--- config.mk ---
export PLATFORM = sky130hd
export DESIGN_NAME = rxirq_regs
export DESIGN_NICKNAME = d
export VERILOG_FILES = /design/src/pkg/rxirq_pkg.sv /design/src/pkg/rxirq_sync_if.sv /design/src/hw/rxirq_regs.sv /design/src/hw/rxirq_jitter_mon.sv
export VERILOG_INCLUDE_DIRS = /design/src /design/src/pkg
export SDC_FILE = /design/constraint.sdc
export NUM_CORES = 1
export LEC_CHECK = 0
export BUFFER_PORTS_ARGS = -buffer_cell sky130_fd_sc_hd__buf_2
export CAP_MARGIN = 20
export CORE_MARGIN = 1.5
export CORE_UTILIZATION = 40
export CTS_BUF_LIST = sky130_fd_sc_hd__clkbuf_4 sky130_fd_sc_hd__clkbuf_8
export DETAILED_ROUTE_END_ITERATION = 8
export GPL_ROUTABILITY_DRIVEN = 0
export PLACE_DENSITY = 0.72
export SYNTH_ARGS = -nofsm -noshare
export SYNTH_HDL_FRONTEND = slang
export SYNTH_SLANG_ARGS = --single-unit
--- constraint.sdc ---
create_clock -name clk -period 9.52 [get_ports clk]
set_input_delay 1.428 -clock clk [delete_from_list [all_inputs] [get_ports clk]]
set_output_delay 1.428 -clock clk [all_outputs]
set_load 0.1 [all_outputs]
--- src/pkg/rxirq_consts.svh ---
// Purpose: Offsets, field positions, reset values and widths for the receiver
//          interrupt and LMFC delay register group.
// Assumes: Byte-wide registers at their printed offsets on the config port.
// Notes:   Definitions only.
//
// Behaviour
// - Bit 4 of the enable register switches the SYSREF jitter interrupt off (0) or on (1).
// - Flag bit 4 is set when SYSREF jitter is too large and is cleared by writing a one to it.
// - Bit 3 of the enable register switches the receiver-ready-low interrupt off or on.
// - Flag bit 3 is set while the receiver ready indication is low; a written one clears it.
// - Bit 2 of the enable register switches the lane FIFO over/underflow interrupt off or on.
// - Flag bit 2 is set on any lane FIFO overflow or underflow; a written one clears it.
// - Bit 1 of the enable register switches the imaginary-path PRBS error interrupt off or on.
// - Flag bit 1 is set on an imaginary-path PRBS error; a written one clears it.
// - Bit 0 of the enable register switches the real-path PRBS error interrupt off or on.
// - Flag bit 0 is set on a real-path PRBS error; a written one clears it.
// - A writable 5-bit field holds the wanted SYSREF-to-LMFC delay in frames.
// - A writable 12-bit wanted delay in DAC clocks is split as low byte plus upper nibble.
// - A 2-bit mode picks monitor only, realign on every SYSREF, or realign once then monitor.
// - Jitter is flagged when SYSREF timing moves by more than a 6-bit window, low 2 bits ignored.
`ifndef RXIRQ_CONSTS_SVH
`define RXIRQ_CONSTS_SVH

// Register offsets
`define RXIRQ_ADDR_W         12
`define RXIRQ_OFS_GRADE      12'h006
`define RXIRQ_OFS_IRQ_EN     12'h020
`define RXIRQ_OFS_IRQ_FLAGS  12'h024
`define RXIRQ_OFS_DLY_FRM    12'h031
`define RXIRQ_OFS_DLY_LO     12'h032
`define RXIRQ_OFS_DLY_HI     12'h033
`define RXIRQ_OFS_JIT_WIN    12'h039
`define RXIRQ_OFS_SYNC_CTRL  12'h03A

// Event bit positions, shared by enable and flag registers
`define RXIRQ_BIT_PRBS_REAL  0
`define RXIRQ_BIT_PRBS_IMAG  1
`define RXIRQ_BIT_LANE_FIFO  2
`define RXIRQ_BIT_RX_READY   3
`define RXIRQ_BIT_JITTER     4
`define RXIRQ_NUM_EVT        5

// Field widths
`define RXIRQ_FRM_W          5
`define RXIRQ_DLY_W          12
`define RXIRQ_WIN_W          6
`define RXIRQ_WIN_IGNORE     2
`define RXIRQ_MODE_W         2

// Reset values
`define RXIRQ_RST_EVT        5'h00
`define RXIRQ_RST_FRM        5'h00
`define RXIRQ_RST_DLY        12'h000
`define RXIRQ_RST_WIN        6'h00
`define RXIRQ_RST_MODE       2'h0
`define RXIRQ_RST_BYTE       8'h00

`endif

--- src/pkg/rxirq_pkg.sv ---
// Purpose: Types for the receiver interrupt and LMFC delay register group.
// Assumes: Constants live in rxirq_consts.svh.
// Notes:   Mode codes follow declaration order: 0 monitor, 1 continuous, 2 one-shot.
package rxirq_pkg;

    // Synchronisation behaviour selected by software
    typedef enum logic [1:0] {
        RXIRQ_MODE_MONITOR,
        RXIRQ_MODE_CONT,
        RXIRQ_MODE_ONESHOT
    } rxirq_sync_mode_t;

    // Jitter monitor tracking state
    typedef enum logic {
        RXIRQ_MON_NOREF,
        RXIRQ_MON_TRACK
    } rxirq_mon_state_t;

endpackage

--- src/pkg/rxirq_sync_if.sv ---
// Purpose: Carrier between the register bank and the SYSREF jitter monitor.
// Assumes: One clock domain.
// Notes:   Bank drives settings, monitor returns events.
`timescale 1ns/1ps
`include "rxirq_consts.svh"

interface rxirq_sync_if;
    logic [`RXIRQ_WIN_W-1:0]  window;
    logic [`RXIRQ_MODE_W-1:0] mode;
    logic                     jitter_evt;
    logic                     realign;

    modport bank (output window, output mode, input jitter_evt, input realign);
    modport mon  (input window, input mode, output jitter_evt, output realign);
endinterface

--- src/hw/rxirq_regs.sv ---
// Purpose: Interrupt enable and latched flag registers for five receiver events,
//          wanted SYSREF-to-LMFC delay settings, sync mode and jitter window,
//          and the read-only grade and revision byte.
// Assumes: The configuration port delivers one-cycle write and read strobes with
//          a byte address, synchronous to clk.
// Notes:   Read data appear one cycle after the read strobe and hold until the next.
`timescale 1ns/1ps
`include "rxirq_consts.svh"

module rxirq_regs #(
    parameter logic [3:0] GRADE    = 4'h0, // Arbitrary value
    parameter logic [3:0] REVISION = 4'h0  // Arbitrary value
) (
    // Clock and reset
    input  wire logic                     clk,
    input  wire logic                     resetn,
    // Configuration register port
    input  wire logic [`RXIRQ_ADDR_W-1:0] reg_addr,
    input  wire logic                     reg_wr,
    input  wire logic                     reg_rd,
    input  wire logic [7:0]               reg_wdata,
    output logic      [7:0]               reg_rdata,
    // Receiver event sources
    input  wire logic                     rx_link_ready,
    input  wire logic                     lane_fifo_err,
    input  wire logic                     prbs_imag_err,
    input  wire logic                     prbs_real_err,
    // Sync engine
    input  wire logic                     sysref_evt,
    input  wire logic [`RXIRQ_DLY_W-1:0]  measured_delay,
    output logic      [`RXIRQ_FRM_W-1:0]  align_delay_frames,
    output logic      [`RXIRQ_DLY_W-1:0]  align_delay_clocks,
    output logic      [`RXIRQ_MODE_W-1:0] sync_mode,
    output logic                          lmfc_realign,
    // Interrupt request
    output logic                          irq
);

    // Software-visible state
    logic [`RXIRQ_NUM_EVT-1:0] irq_en_q;
    logic [`RXIRQ_NUM_EVT-1:0] flags_q, flags_d;
    logic [`RXIRQ_FRM_W-1:0]   dly_frm_q;
    logic [7:0]                dly_lo_q;
    logic [3:0]                dly_hi_q;
    logic [`RXIRQ_WIN_W-1:0]   jit_win_q;
    logic [`RXIRQ_MODE_W-1:0]  mode_q;
    logic [7:0]                rdata_q, rdata_d;
    logic                      irq_q;

    rxirq_sync_if sync ();

    // Returns true when a write hits the given offset
    function automatic logic wr_hit(input logic [`RXIRQ_ADDR_W-1:0] ofs);
        wr_hit = reg_wr && (reg_addr == ofs);
    endfunction

    // Write decode
    wire logic wr_en    = wr_hit(`RXIRQ_OFS_IRQ_EN);
    wire logic wr_flags = wr_hit(`RXIRQ_OFS_IRQ_FLAGS);
    wire logic wr_frm   = wr_hit(`RXIRQ_OFS_DLY_FRM);
    wire logic wr_lo    = wr_hit(`RXIRQ_OFS_DLY_LO);
    wire logic wr_hi    = wr_hit(`RXIRQ_OFS_DLY_HI);
    wire logic wr_win   = wr_hit(`RXIRQ_OFS_JIT_WIN);
    wire logic wr_mode  = wr_hit(`RXIRQ_OFS_SYNC_CTRL);

    // Hardware set terms, one per flag bit
    wire logic [`RXIRQ_NUM_EVT-1:0] evt_set;
    assign evt_set[`RXIRQ_BIT_JITTER]    = sync.jitter_evt;
    assign evt_set[`RXIRQ_BIT_RX_READY]  = ~rx_link_ready;
    assign evt_set[`RXIRQ_BIT_LANE_FIFO] = lane_fifo_err;
    assign evt_set[`RXIRQ_BIT_PRBS_IMAG] = prbs_imag_err;
    assign evt_set[`RXIRQ_BIT_PRBS_REAL] = prbs_real_err;

    // Write-one-to-clear mask; zeros written elsewhere leave other flags alone
    wire logic [`RXIRQ_NUM_EVT-1:0] clr_mask =
        wr_flags ? reg_wdata[`RXIRQ_NUM_EVT-1:0] : `RXIRQ_RST_EVT;

    // Per-bit flag update: a set in the clearing cycle wins so no event is lost.
    // Ready-low keeps re-setting while the receiver stays down.
    genvar gi;
    generate
        for (gi = 0; gi < `RXIRQ_NUM_EVT; gi++) begin : g_flag
            assign flags_d[gi] = evt_set[gi] | (flags_q[gi] & ~clr_mask[gi]);
        end
    endgenerate

    // Interrupt request: any latched flag whose enable is set
    wire logic irq_d = |(flags_q & irq_en_q);

    // Enable register with each bit gating its own event
    always_ff @(posedge clk or negedge resetn) begin
        if (!resetn) begin
            irq_en_q <= `RXIRQ_RST_EVT;
        end else if (wr_en) begin
            irq_en_q <= reg_wdata[`RXIRQ_NUM_EVT-1:0];
        end
    end

    // Latched event flags
    always_ff @(posedge clk or negedge resetn) begin
        if (!resetn) begin
            flags_q <= `RXIRQ_RST_EVT;
        end else begin
            flags_q <= flags_d;
        end
    end

    // Wanted LMFC delay in frames
    always_ff @(posedge clk or negedge resetn) begin
        if (!resetn) begin
            dly_frm_q <= `RXIRQ_RST_FRM;
        end else if (wr_frm) begin
            dly_frm_q <= reg_wdata[`RXIRQ_FRM_W-1:0];
        end
    end

    // Wanted LMFC delay in DAC clocks, two bytes written independently.
    // No shadowing: the sync engine can see a half-updated value between writes.
    always_ff @(posedge clk or negedge resetn) begin
        if (!resetn) begin
            dly_lo_q <= `RXIRQ_RST_BYTE;
            dly_hi_q <= 4'h0;
        end else begin
            if (wr_lo) begin
                dly_lo_q <= reg_wdata;
            end
            if (wr_hi) begin
                dly_hi_q <= reg_wdata[3:0];
            end
        end
    end

    // Jitter window and sync mode
    always_ff @(posedge clk or negedge resetn) begin
        if (!resetn) begin
            jit_win_q <= `RXIRQ_RST_WIN;
            mode_q    <= `RXIRQ_RST_MODE;
        end else begin
            if (wr_win) begin
                jit_win_q <= reg_wdata[`RXIRQ_WIN_W-1:0];
            end
            if (wr_mode) begin
                mode_q <= reg_wdata[`RXIRQ_MODE_W-1:0];
            end
        end
    end

    // Read mux; reserved bits and unmapped offsets read as zero
    always_comb begin
        rdata_d = `RXIRQ_RST_BYTE;
        unique case (reg_addr)
            `RXIRQ_OFS_GRADE:     rdata_d = {GRADE, REVISION};
            `RXIRQ_OFS_IRQ_EN:    rdata_d = {3'h0, irq_en_q};
            `RXIRQ_OFS_IRQ_FLAGS: rdata_d = {3'h0, flags_q};
            `RXIRQ_OFS_DLY_FRM:   rdata_d = {3'h0, dly_frm_q};
            `RXIRQ_OFS_DLY_LO:    rdata_d = dly_lo_q;
            `RXIRQ_OFS_DLY_HI:    rdata_d = {4'h0, dly_hi_q};
            `RXIRQ_OFS_JIT_WIN:   rdata_d = {2'h0, jit_win_q};
            `RXIRQ_OFS_SYNC_CTRL: rdata_d = {6'h00, mode_q};
            default:              rdata_d = `RXIRQ_RST_BYTE;
        endcase
    end

    // Read data and interrupt come from flops
    always_ff @(posedge clk or negedge resetn) begin
        if (!resetn) begin
            rdata_q <= `RXIRQ_RST_BYTE;
            irq_q   <= 1'b0;
        end else begin
            irq_q <= irq_d;
            if (reg_rd) begin
                rdata_q <= rdata_d;
            end
        end
    end

    // Settings toward the monitor
    assign sync.window = jit_win_q;
    assign sync.mode   = mode_q;

    // SYSREF jitter monitor and realign sequencing
    rxirq_jitter_mon u_mon (
        .clk            (clk),
        .resetn         (resetn),
        .sysref_evt     (sysref_evt),
        .measured_delay (measured_delay),
        .sync           (sync)
    );

    // Outputs
    assign reg_rdata          = rdata_q;
    assign align_delay_frames = dly_frm_q;
    assign align_delay_clocks = {dly_hi_q, dly_lo_q};
    assign sync_mode          = mode_q;
    assign lmfc_realign       = sync.realign;
    assign irq                = irq_q;

endmodule

--- src/hw/rxirq_jitter_mon.sv ---
// Purpose: Watch measured SYSREF-to-LMFC delays, request LMFC realignment per mode
//          and pulse a jitter event when the delay wanders beyond the window.
// Assumes: sysref_evt is a one-cycle pulse with measured_delay valid beside it.
// Notes:   The first SYSREF after reset, or after a realign made while tracking, becomes the reference.
`timescale 1ns/1ps
`include "rxirq_consts.svh"

module rxirq_jitter_mon (
    // Clock and reset
    input  wire logic                    clk,
    input  wire logic                    resetn,
    // Measurement from the sync engine
    input  wire logic                    sysref_evt,
    input  wire logic [`RXIRQ_DLY_W-1:0] measured_delay,
    // Link to the register bank
    rxirq_sync_if.mon                    sync
);

    rxirq_pkg::rxirq_mon_state_t state_q, state_d;
    logic [`RXIRQ_DLY_W-1:0] ref_q;
    logic                    oneshot_done_q;
    logic                    jitter_q;
    logic                    realign_q;

    wire logic [`RXIRQ_DLY_W-1:0] diff;
    wire logic                    too_far;
    wire logic                    mode_cont;
    wire logic                    mode_one;
    wire logic                    do_realign;

    // Distance from the reference; the window's two low bits carry no weight
    assign diff    = (measured_delay >= ref_q) ? measured_delay - ref_q
                                               : ref_q - measured_delay;
    assign too_far = diff[`RXIRQ_DLY_W-1:`RXIRQ_WIN_IGNORE] >
                     {6'h00, sync.window[`RXIRQ_WIN_W-1:`RXIRQ_WIN_IGNORE]};

    // Mode decode; the unused code 3 behaves as monitor only
    assign mode_cont  = (sync.mode == rxirq_pkg::RXIRQ_MODE_CONT);
    assign mode_one   = (sync.mode == rxirq_pkg::RXIRQ_MODE_ONESHOT);
    assign do_realign = sysref_evt & (mode_cont | (mode_one & ~oneshot_done_q));

    // A realign moves the LMFC, so the old reference no longer means anything
    always_comb begin
        state_d = state_q;
        unique case (state_q)
            rxirq_pkg::RXIRQ_MON_NOREF: begin
                if (sysref_evt) begin
                    state_d = rxirq_pkg::RXIRQ_MON_TRACK;
                end
            end
            rxirq_pkg::RXIRQ_MON_TRACK: begin
                if (do_realign) begin
                    state_d = rxirq_pkg::RXIRQ_MON_NOREF;
                end
            end
        endcase
    end

    // Reference, one-shot memory and output pulses
    always_ff @(posedge clk or negedge resetn) begin
        if (!resetn) begin
            state_q        <= rxirq_pkg::RXIRQ_MON_NOREF;
            ref_q          <= `RXIRQ_RST_DLY;
            oneshot_done_q <= 1'b0;
            jitter_q       <= 1'b0;
            realign_q      <= 1'b0;
        end else begin
            state_q   <= state_d;
            jitter_q  <= sysref_evt & ~do_realign &
                         (state_q == rxirq_pkg::RXIRQ_MON_TRACK) & too_far;
            realign_q <= do_realign;
            if (sysref_evt && state_q == rxirq_pkg::RXIRQ_MON_NOREF) begin
                ref_q <= measured_delay;
            end
            if (!mode_one) begin
                oneshot_done_q <= 1'b0; // Re-arms when one-shot is reselected
            end else if (do_realign) begin
                oneshot_done_q <= 1'b1;
            end
        end
    end

    assign sync.jitter_evt = jitter_q;
    assign sync.realign    = realign_q;

endmodule

# After elaboration in Yosys (flattened, before gate mapping)
# Index checks and enable logic that the tools add are counted.
# op_classes
n_lt_le_gt_ge	2
eq_ne	10
bitwise	26
n_addsub	2
muxes	8
reduce_logical	9
# ops
cell	n
$eq 12x6->1 const B	7
$pmux 8 s7	1
$sub 12x12->12	2
$ge 12x12->1	1
$mux 12	1
$and 1x1->1	10
$gt 10x4->1	1
$not 1->1	9
$logic_and 1x1->1	8
$or 1x1->1	6
$and 5x5->5	1
$mux 5	1
$reduce_or 5->1	1
$mux 1	4
$eq 2x1->1 const B	1
$eq 2x2->1 const B	1
$ne 2x2->1 const B	1
$pmux 1 s2	1
# totals
output_inout_bits	29
inputBits	41
regBits	60

# Depth between registers and ports, before layout
# Gate-level depths: netlist of the first run.
# logic_depth
depth_word	8
ltp_mapped	19
depth_no_buf	18

# Hierarchy
# From an unflattened synthesis of the first run, not the netlist that was laid out.
# hier_totals
cells_unflattened	396
area_unflattened_um2	4046.4
# modules_own_cells
mod	seq_area_each_um2	area_each_um2	instances	cells_per_inst
rxirq_regs	1101.1	2253.4	1	178
rxirq_jitter_mon	400.4	1793.0	1	218

# Worst setup path after synthesis of the first run
# Ideal clock, no wire load.
# synth_timing
path_type	input -> register
startpoint	input measured_delay[1]
endpoint	register u_mon.jitter_q, in the netlist u_mon.sync.jitter_evt
arrival_time_ps	4266
path_stages	18
path_slack_ps	5114
setup_time_ps	140
path_cell_list	inv_1 -> ha_1 -> nor2b_4 -> o211ai_4 -> a311o_2 -> nand3_4 -> a211oi_1 -> a31oi_1 -> xor2_1 -> ha_1 -> nor2b_1 -> o21a_1 -> o21ai_0 -> nand2b_1 -> a22oi_1 -> o21ai_0 -> nor4bb_1 -> a311oi_1
# synth_between
elab_chain_len	4
# synth_lines
element	line_no	source
start, declared	rxirq_regs.sv:30	input wire logic [`RXIRQ_DLY_W-1:0] measured_delay,
$sub 12x12->12, or another cell as far along	rxirq_jitter_mon.sv:33	: ref_q - measured_delay;
$mux 12 *	rxirq_jitter_mon.sv:32	assign diff = (measured_delay >= ref_q) ? measured_delay - ref_q
$gt 10x4->1 *	rxirq_jitter_mon.sv:34	assign too_far = diff[`RXIRQ_DLY_W-1:`RXIRQ_WIN_IGNORE] >
$and 1x1->1 *	rxirq_jitter_mon.sv:70	(state_q == rxirq_pkg::RXIRQ_MON_TRACK) & too_far;
end signal, assigned	rxirq_jitter_mon.sv:69	jitter_q <= sysref_evt & ~do_realign &
end, declared	rxirq_jitter_mon.sv:22	logic jitter_q;
# Mark *: on every way between the ends. The rest lies on a longest branch, timed or not.
# A chain may end at the register's enable or synchronous reset.

# Worst setup path after layout of the first run
# layout_timing
startpoint	input measured_delay[8]
endpoint	register u_mon.jitter_q, in the netlist u_mon.sync.jitter_evt
# Same word-level chain as after synthesis.

==> results.sh, run 1 <==
export IMPL_placeableCoreArea_um2=9196
export IMPL_synth_ff_type="sky130_fd_sc_hd__dfrtp_1"
export IMPL_detailed_place_hpwl_um=6533
export IMPL_critical_path_arrival_ps=4700
export IMPL_layout_drive_gt1_share=0.2796
export IMPL_num_io_pins=70
export IMPL_grt_pass1_wl_um=14340
export IMPL_routedWlPerCell_um=15.09
export IMPL_max_stage_delay_ps=420
export IMPL_hold_depth=1
export IMPL_cts_sinks=60
export IMPL_dp_cells=560
export IMPL_min_delay_path_class="reg -> reg"
export IMPL_initial_utilization=0.4094
export IMPL_post_cts_resized=0
export IMPL_overflow=0
export IMPL_n_antenna_cell=0
export IMPL_fmax_mhz=222.4
export IMPL_via_per_inst=5.340
export IMPL_final_common_cell="sky130_fd_sc_hd__buf_2"
export IMPL_cp_end_kind="flop"
export IMPL_report_final_slew_viol_count=0
export IMPL_run_status="complete, no violations"
export IMPL_register_area_um2=1501
export IMPL_std_cell_rows=35
export IMPL_syn_avg_cell_area_um2=9.678
export IMPL_post_route_util=0.4769
export IMPL_detail_route_drc_violations=0
export IMPL_insertion_delay_ps=350
export IMPL_critPathKind="in -> reg"
export IMPL_synthesis_area_um2=3765
export IMPL_wire_length_reported_by_the_detailed_router_um=8690
export IMPL_synth_warning_count=0
export IMPL_synth_seq_area_share=0.3988
export IMPL_instances_no_fill=576
export IMPL_vias_in_the_first_global_route=2992
export IMPL_worst_setup_hold_path_clk_slew_ps=70
export IMPL_fp_dieW_um=100.0
export IMPL_reg2reg_to="u_mon.sync.jitter_evt"
export IMPL_power_ir_vdd_worst_mv=0.08329
export IMPL_syn_inst=389
export IMPL_syn2layout_area_growth_pct=16.48
export IMPL_ff2ff_setup_slack_ps=5870
export IMPL_cts_buffer_depth=2
export IMPL_final_period_minus_worst_setup_slack_ps=4496
export IMPL_r2r_start="u_mon.ref_q[8]"
export IMPL_clock_skew_ps=13.31
export IMPL_port_buffer_count=69
export IMPL_worst_pin_slew_ps=781.8
export IMPL_postSynthNetCount=457
export IMPL_power_per_cell_area_nw_per_um2=156.3
export IMPL_p_leak_uw=0.002188
export IMPL_timing_hold_ws_ps=441.0
export IMPL_worstPathMaxFanout=10
export IMPL_synth_enable_flop_cells=0
export IMPL_yosysUniqueCellTypes=61
export IMPL_grt_util_all_layers=0.1827
export IMPL_clockRootBuffer="sky130_fd_sc_hd__clkbuf_8"
export IMPL_cp_num_buf_inv=2
export IMPL_vias=3076
export IMPL_min_to="flags_q[4]"
export IMPL_timing_final_crit_share=0.4722
export IMPL_max_cap_violations=0
export IMPL_multi_input_combinational_cell_area_um2=2072
export IMPL_postLayoutCellArea_um2=4385
export IMPL_ff2ff_path_depth=16
export IMPL_htree_num_levels=3
export IMPL_placed_instance_area_um2=4210
export IMPL_final_setup_tns_ps=0
export IMPL_layout_common_cells="69 x sky130_fd_sc_hd__buf_2, 60 x sky130_fd_sc_hd__dfrtp_1, 38 x sky130_fd_sc_hd__nand2_1"
export IMPL_cts_buffers=9
export IMPL_cts_hold_repair_buffers=0
export IMPL_dieArea_um2=10000
export IMPL_critPathSlowestCell="sky130_fd_sc_hd__ha_1"
export IMPL_hold_violations=0
export IMPL_synth_seq_cells=60
export IMPL_cts_setup_buffers=0
export IMPL_grt_antenna_before_repair=0
export IMPL_crit_path_cell_trace="buf_2, inv_1, ha_1, nand4_1, a311o_2, nand3_4, a211oi_1, a31oi_1, xor2_1, ha_1, nor2b_1, o21a_1, o21ai_0, nand2b_1, a22oi_1, o21ai_0, nor4bb_1, a311oi_1"
export IMPL_async_reset_ff_frac=1.000
export IMPL_route_antenna_remaining_nets=0
export IMPL_setup_viol=0
export IMPL_cts_tree="built"
export IMPL_n_fill_cell=900
export IMPL_iteration_count_of_the_initial_detailed_routing_pass=4
export IMPL_drt_initial_drc_count=173
export IMPL_startpoint_type="input port"
export IMPL_hold_path_startpoint="u_mon.sync.jitter_evt"
export IMPL_path_delay_family="compound AO/OA/AOI/OAI gates"
export IMPL_max_slew_margin=0.4788
export IMPL_required_ps=9720
export IMPL_floorplan_die_height_um=100.0
export IMPL_grt_max_degree=61
export IMPL_design_final_nets=528
export IMPL_unrepaired_setup_endpoints_after_global_routing="false"
-- cells in the mapped netlist, drive strengths merged, types with 7 or more instances --
cell type	count	share of area
dfrtp	60	0.40
nand2	38	0.038
inv	36	0.037
mux2	35	0.11
nor2	34	0.035
o21ai	29	0.040
a21oi	27	0.039
ha	27	0.090
mux2i	12	0.033
clkbuf	7	0.0080
nand3	7	0.013
nor3	7	0.012
-- where the power goes --
group / leakage, µW / internal [µW] / switching (µW)
clock: 0.0000860 / 95.5 / 111
combinational: 0.00133 / 81.7 / 127
sequential: 0.000770 / 264 / 5.32
-- flip-flops by register name, indices dropped and copies added, names as in the netlist --
name / flops
align_delay_frames: 5
u_mon.oneshot_done_q: 1
jit_win_q: 6
u_mon.state_q: 1
u_mon.ref_q: 12
sync_mode: 2
reg_rdata: 8
irq: 1
dly_hi_q: 4
dly_lo_q: 8
irq_en_q: 5
flags_q: 5
u_mon.sync.realign: 1
u_mon.sync.jitter_evt: 1
-- how the worst max path moves through the flow --
stage,from,end,slack [ps],cells past startpoint
after CTS,measured_delay[8],u_mon.sync.jitter_evt,5060,18
after floorplan,measured_delay[1],u_mon.sync.jitter_evt,5110,18
final,measured_delay[8],u_mon.sync.jitter_evt,5020,18
after detailed placement,measured_delay[8],u_mon.sync.jitter_evt,4700,18
after global placement,measured_delay[7],u_mon.sync.jitter_evt,4770,18
after global routing,measured_delay[8],u_mon.sync.jitter_evt,4640,18
-- kinds of logic (layout without fill, tap and decap cells) --
kind of cell | count (synthesis) | in the layout | synth area share
adder cells (fa/ha/maj) | 27 | 27 | 0.08973
AO/OA/AOI/OAI | 91 | 91 | 0.1642
multiplexers | 47 | 47 | 0.1386
buffers and inverters | 47 | 123 | 0.05085
XOR/XNOR | 8 | 8 | 0.01861
AND/OR/NAND/NOR | 109 | 109 | 0.1393
flip-flops | 60 | 60 | 0.3988
-- layer usage --
metal,part of all wire,GRT usage,routed length (µm)
met5,0,0,0
met4,0.015,0.06176,127
met3,0.054,0.04387,473
met2,0.48,0.3051,4209
met1,0.45,0.2325,3879
-- cell type report --
type | instances | area share
Inverter | 36 | 0.03138
Clock inverter | 7 | 0.01170
Multi-Input combinational cell | 282 | 0.4725
Clock buffer | 9 | 0.02825
Tap cell | 111 | 0.03167
Timing Repair Buffer | 71 | 0.08217
Sequential cell | 60 | 0.3424
-- through the flow --
step           setup slack (ps)  total power, µW
2_1_floorplan              5114            431.4
3_3_place_gp               4773            473.9
3_5_place_dp               4696            481.4
4_1_cts                    5059            693.2
5_1_grt                    4637            731.6
6_report                   5024            685.6
(Power assumes the default switching activity.)
==> run 2, diff against run 1 <==
==> constraint.sdc (replaced) <==
create_clock -name clk -period 4.3 [get_ports clk]
set_input_delay 0.645 -clock clk [delete_from_list [all_inputs] [get_ports clk]]
set_output_delay 0.645 -clock clk [all_outputs]
set_load 0.1 [all_outputs]
==> results.sh, run 2 (synthesis gave the netlist of run 1 again) <==
export IMPL_run_status="complete, no violations"
export IMPL_syn2layout_area_growth_pct=16.92
export IMPL_min_delay_path_class="reg -> reg"
export IMPL_final_common_cell="sky130_fd_sc_hd__buf_2"
export IMPL_detailed_place_hpwl_um=6435
export IMPL_worst_setup_hold_path_clk_slew_ps=70
export IMPL_p_int_uw=980.6
export IMPL_p_clk_frac=0.300
export IMPL_registers_top_by_ff_count="u_mon.ref_q"
export IMPL_worstPathMaxFanout=10
export IMPL_required_ps=4500
export IMPL_grt_antenna_before_repair=0
export IMPL_routedWlPerCell_um=14.53
export IMPL_worst_pin_slew_ps=758.1
export IMPL_port_buffer_count=69
export IMPL_design_final_nets=530
export IMPL_insertion_delay_ps=340
export IMPL_iteration_count_of_the_initial_detailed_routing_pass=4
export IMPL_report_final_slew_viol_count=0
export IMPL_power_per_cell_area_nw_per_um2=343.5
export IMPL_clock_skew_ps=11.62
export IMPL_overflow=0
export IMPL_number_of_flip_flops_in_the_largest_register=12
export IMPL_layout_drive_gt1_share=0.2827
export IMPL_cts_buffers=9
export IMPL_route_antenna_remaining_nets=0
export IMPL_max_cap_violations=0
export IMPL_drt_initial_drc_count=107
export IMPL_via_per_inst=5.351
export IMPL_post_route_worst_setup_slack_ps=578.7
export IMPL_cts_buffer_depth=2
export IMPL_grt_util_all_layers=0.1765
export IMPL_p_leak_uw=0.002201
export IMPL_wire_length_reported_by_the_detailed_router_um=8396
export IMPL_p_seq_frac=0.395
export IMPL_hold_violations=0
export IMPL_cts_hold_repair_buffers=0
export IMPL_post_cts_resized=0
export IMPL_max_slew_margin=0.4946
export IMPL_netSwitchingFraction=0.3515
export IMPL_cp_end_kind="flop"
export IMPL_vias=3093
export IMPL_dieArea_um2=10000
export IMPL_fmax_mhz=268.7
export IMPL_switching_power_uw=531.6
export IMPL_n_fill_cell=901
export IMPL_cts_setup_buffers=0
export IMPL_power_frac_comb=0.305
export IMPL_setup_viol=0
export IMPL_placeableCoreArea_um2=9196
export IMPL_cts_tree="built"
export IMPL_power_ir_vdd_worst_mv=0.1581
export IMPL_floorplan_die_height_um=100.0
export IMPL_final_period_minus_worst_setup_slack_ps=3721
export IMPL_layout_common_cells="69 x sky130_fd_sc_hd__buf_2, 60 x sky130_fd_sc_hd__dfrtp_1, 38 x sky130_fd_sc_hd__nand2_1"
export IMPL_fp_dieW_um=100.0
export IMPL_startpoint_type="input port"
export IMPL_detail_route_drc_violations=0
export IMPL_clockRootBuffer="sky130_fd_sc_hd__clkbuf_8"
export IMPL_post_route_util=0.4786
export IMPL_grt_max_degree=61
export IMPL_critPathKind="in -> reg"
export IMPL_final_setup_tns_ps=0
export IMPL_place_worst_setup_slack_ps=239.9
export IMPL_num_io_pins=70
export IMPL_critical_path_arrival_ps=3920
export IMPL_unrepaired_setup_endpoints_after_global_routing="false"
export IMPL_n_antenna_cell=0
export IMPL_grt_pass1_wl_um=14070
export IMPL_initial_utilization=0.4094
export IMPL_std_cell_rows=35
export IMPL_timing_final_crit_share=0.8654
export IMPL_cts_sinks=60
export IMPL_vias_in_the_first_global_route=2959
export IMPL_htree_num_levels=3
[run 2: cell types whose count changed in the layout (fill, tap and decap cells not counted), sizes merged]
| cell | delta |
|---|---|
| buf | +2 |
| clkinv | +2 |
| clkinvlp | -1 |
| inv | -1 |
[run 2: routing by layer]
| metal | track usage | vias up | routed length [µm] |
|---|---|---|---|
| met5 | 0 | - | 0 |
| met4 | 0.03792 | 0 | 59 |
| met3 | 0.03969 | 7 | 444 |
| met2 | 0.3046 | 95 | 4133 |
| met1 | 0.2271 | 1478 | 3759 |
| li1 | - | 1513 | - |
[run 2: worst max-delay path, stage by stage]
cell,delay (ps)
sky130_fd_sc_hd__buf_2,100
sky130_fd_sc_hd__inv_1,50
sky130_fd_sc_hd__ha_1,410
sky130_fd_sc_hd__nand4_1,230
sky130_fd_sc_hd__a311o_2,450
sky130_fd_sc_hd__nand3_4,170
sky130_fd_sc_hd__a211oi_1,70
sky130_fd_sc_hd__a31oi_1,180
sky130_fd_sc_hd__xor2_1,180
sky130_fd_sc_hd__ha_1,260
sky130_fd_sc_hd__nor2b_1,130
sky130_fd_sc_hd__o21a_1,160
sky130_fd_sc_hd__o21ai_0,150
sky130_fd_sc_hd__nand2b_1,80
sky130_fd_sc_hd__a22oi_1,160
sky130_fd_sc_hd__o21ai_0,110
sky130_fd_sc_hd__nor4bb_1,260
sky130_fd_sc_hd__a311oi_1,120
[run 2: stage by stage]
stage	hold WS (ps)	area (µm²)	instances	power (µW)
final	443.1	4402	578	1512
after global routing	452.1	4402	578	1611
after CTS	446.2	4402	578	1533
after detailed placement	431.2	4225	562	1066
after global placement	429.4	4225	562	1054
after floorplan	349.4	3765	389	955.0
[run 2: power by group through the flow]
stage	clock [µW]	combinational (µW)	sequential [µW]
floorplan	0	314	641
global placement	0	447	607
detailed placement	0	457	608
CTS	476	460	597
global route	498	513	600
finish	454	461	597
[run 2: path summary, 6_finish.rpt]
path	startpoint	endpoint	slack, ps	depth (start not counted)
worst max-delay path	measured_delay[7]	u_mon.sync.jitter_evt	580	18
worst min-delay path	u_mon.sync.jitter_evt	flags_q[4]	440	1
worst max register to register	u_mon.ref_q[7]	u_mon.sync.jitter_evt	650	16
worst min register to register	u_mon.sync.jitter_evt	flags_q[4]	440	1
max in group asynchronous	resetn	u_mon.state_q	3330	2
min in group asynchronous	resetn	reg_rdata[6]	450	2
[run 2: cell type report]
cell class / instances / area [µm²] / share of cell area
clock buffers: 9 / 123.9 / 0.02814
clock inverters: 7 / 52.55 / 0.01194
inverters: 36 / 137.6 / 0.03127
multi-input cells: 282 / 2072 / 0.4707
flip-flops and latches: 60 / 1501 / 0.3411
well taps: 111 / 138.9 / 0.03155
repair buffers: 73 / 375.4 / 0.08528
==> run 3, diff against run 2 <==
--- a/config.mk
+++ b/config.mk
@@ -14,6 +14,7 @@
 export DETAILED_ROUTE_END_ITERATION = 8
 export GPL_ROUTABILITY_DRIVEN = 0
 export PLACE_DENSITY = 0.72
+export RECOVER_POWER = 100
 export SYNTH_ARGS = -nofsm -noshare
 export SYNTH_HDL_FRONTEND = slang
 export SYNTH_SLANG_ARGS = --single-unit
==> results.sh, run 3 (synthesis gave the netlist of run 1 again) <==
export IMPL_run_status="complete, but fails checks"
export IMPL_failed_checks="capacitance limit, slew limit"
export IMPL_layout_common_cells="60 x sky130_fd_sc_hd__dfrtp_1, 39 x sky130_fd_sc_hd__buf_2, 38 x sky130_fd_sc_hd__nand2_1"
export IMPL_routedWlPerCell_um=14.61
export IMPL_netSwitchingFraction=0.3521
export IMPL_worstPathMaxFanout=10
export IMPL_min_delay_path_class="reg -> reg"
export IMPL_cts_setup_buffers=0
export IMPL_register_area_um2=1501
export IMPL_cts_buffer_depth=2
export IMPL_final_period_minus_worst_setup_slack_ps=3722
export IMPL_cts_buffers=9
export IMPL_max_cap_violations=1
export IMPL_required_ps=4500
export IMPL_num_io_pins=70
export IMPL_multi_input_combinational_cell_area_um2=2064
export IMPL_p_clk_frac=0.301
export IMPL_p_int_uw=978.6
export IMPL_critical_path_arrival_ps=3920
export IMPL_critical_path_endpoint="u_mon.sync.jitter_evt"
export IMPL_fmax_mhz=268.6
export IMPL_clockRootBuffer="sky130_fd_sc_hd__clkbuf_8"
export IMPL_vias=3086
export IMPL_cts_sinks=60
export IMPL_power_per_cell_area_nw_per_um2=347.3
export IMPL_reg2reg_to="u_mon.sync.jitter_evt"
export IMPL_iteration_count_of_the_initial_detailed_routing_pass=4
export IMPL_timing_final_crit_share=0.8657
export IMPL_ff2ff_setup_slack_ps=650
export IMPL_layout_drive_gt1_share=0.2056
export IMPL_hold_depth=1
export IMPL_wire_length_reported_by_the_detailed_router_um=8447
export IMPL_std_cell_rows=35
export IMPL_registers_top_by_ff_count="u_mon.ref_q"
export IMPL_unrepaired_setup_endpoints_after_global_routing="false"
export IMPL_detailed_place_hpwl_um=6435
export IMPL_design_final_nets=530
export IMPL_r2r_start="u_mon.ref_q[7]"
export IMPL_worst_setup_hold_path_clk_slew_ps=70
export IMPL_post_cts_resized=0
export IMPL_dieArea_um2=10000
export IMPL_p_seq_frac=0.396
export IMPL_critPathKind="in -> reg"
export IMPL_post_route_worst_setup_slack_ps=577.6
export IMPL_power_frac_comb=0.303
export IMPL_floorplan_die_height_um=100.0
export IMPL_number_of_flip_flops_in_the_largest_register=12
export IMPL_grt_pass1_wl_um=14070
export IMPL_worst_pin_slew_ps=3176
export IMPL_initial_utilization=0.4094
export IMPL_route_antenna_remaining_nets=0
export IMPL_report_final_slew_viol_count=61
export IMPL_drt_initial_drc_count=76
export IMPL_cp_startpoint="measured_delay[7]"
export IMPL_fp_dieW_um=100.0
export IMPL_max_slew_margin=-1.117
export IMPL_htree_num_levels=3
export IMPL_vias_in_the_first_global_route=2959
export IMPL_clock_skew_ps=11.62
export IMPL_via_per_inst=5.339
export IMPL_final_common_cell="sky130_fd_sc_hd__dfrtp_1"
export IMPL_overflow=0
export IMPL_ff2ff_path_depth=16
export IMPL_insertion_delay_ps=340
export IMPL_setup_viol=0
export IMPL_place_worst_setup_slack_ps=239.9
export IMPL_cts_tree="built"
export IMPL_cp_end_kind="flop"
export IMPL_p_leak_uw=0.002069
export IMPL_postLayoutCellArea_um2=4349
export IMPL_grt_antenna_before_repair=0
export IMPL_grt_util_all_layers=0.1765
export IMPL_n_antenna_cell=0
export IMPL_grt_max_degree=61
export IMPL_placeableCoreArea_um2=9196
export IMPL_switching_power_uw=531.7
export IMPL_power_ir_vdd_worst_mv=0.1574
export IMPL_n_fill_cell=927
export IMPL_report_power_total_uw=1510
export IMPL_detail_route_drc_violations=0
export IMPL_placed_instance_area_um2=4225
export IMPL_final_setup_tns_ps=0
export IMPL_port_buffer_count=69
export IMPL_hold_violations=0
export IMPL_syn2layout_area_growth_pct=15.52
export IMPL_startpoint_type="input port"
export IMPL_cts_hold_repair_buffers=0
-- run 3: area by class of cell --
| class | count | area share |
|---|---|---|
| inverters | 36 | 0.03165 |
| multi-input cells | 282 | 0.4747 |
| flip-flops and latches | 60 | 0.3452 |
| clock buffers | 9 | 0.02848 |
| clock inverters | 7 | 0.01208 |
| well taps | 111 | 0.03193 |
| repair buffers | 73 | 0.07595 |
-- run 3: critical path: stages --
cell	delay, ps
sky130_fd_sc_hd__buf_2	100
sky130_fd_sc_hd__inv_1	50
sky130_fd_sc_hd__ha_1	410
sky130_fd_sc_hd__nand4_1	230
sky130_fd_sc_hd__a311o_2	450
sky130_fd_sc_hd__nand3_4	170
sky130_fd_sc_hd__a211oi_1	70
sky130_fd_sc_hd__a31oi_1	180
sky130_fd_sc_hd__xor2_1	180
sky130_fd_sc_hd__ha_1	260
sky130_fd_sc_hd__nor2b_1	130
sky130_fd_sc_hd__o21a_1	160
sky130_fd_sc_hd__o21ai_0	150
sky130_fd_sc_hd__nand2b_1	80
sky130_fd_sc_hd__a22oi_1	160
sky130_fd_sc_hd__o21ai_0	110
sky130_fd_sc_hd__nor4bb_1	260
sky130_fd_sc_hd__a311oi_1	120
-- run 3: routing by layer --
| metal | wire (µm) | track usage | up-vias |
|---|---|---|---|
| met5 | 0 | 0 | - |
| met4 | 59 | 0.03792 | 0 |
| met3 | 500 | 0.03969 | 7 |
| met2 | 4095 | 0.3046 | 99 |
| met1 | 3792 | 0.2271 | 1467 |
| li1 | - | - | 1513 |
-- run 3: worst min-delay path by stage --
| stage | startpoint | end | slack [ps] |
|---|---|---|---|
| floorplan | resetn | align_delay_frames[0] | 350 |
| global placement | u_mon.sync.jitter_evt | flags_q[4] | 430 |
| detailed placement | u_mon.sync.jitter_evt | flags_q[4] | 430 |
| CTS | u_mon.sync.jitter_evt | flags_q[4] | 450 |
| global route | rx_link_ready | flags_q[3] | 450 |
| finish | u_mon.sync.jitter_evt | flags_q[4] | 440 |
-- run 3: metrics by stage --
step	hold WS [ps]	utilization	cells
final	440.9	0.4729	578
after global routing	452.1	0.4729	578
after CTS	446.2	0.4786	578
after detailed placement	431.2	0.4595	562
after global placement	429.4	0.4595	562
after floorplan	349.4	-	389
-- run 3: power groups by stage --
| stage | Combinational [µW] | Sequential [µW] | Clock (µW) |
|---|---|---|---|
| final | 458 | 597 | 455 |
| after global routing | 511 | 600 | 498 |
| after CTS | 460 | 597 | 476 |
| after detailed placement | 457 | 608 | 0 |
| after global placement | 447 | 607 | 0 |
| after floorplan | 314 | 641 | 0 |
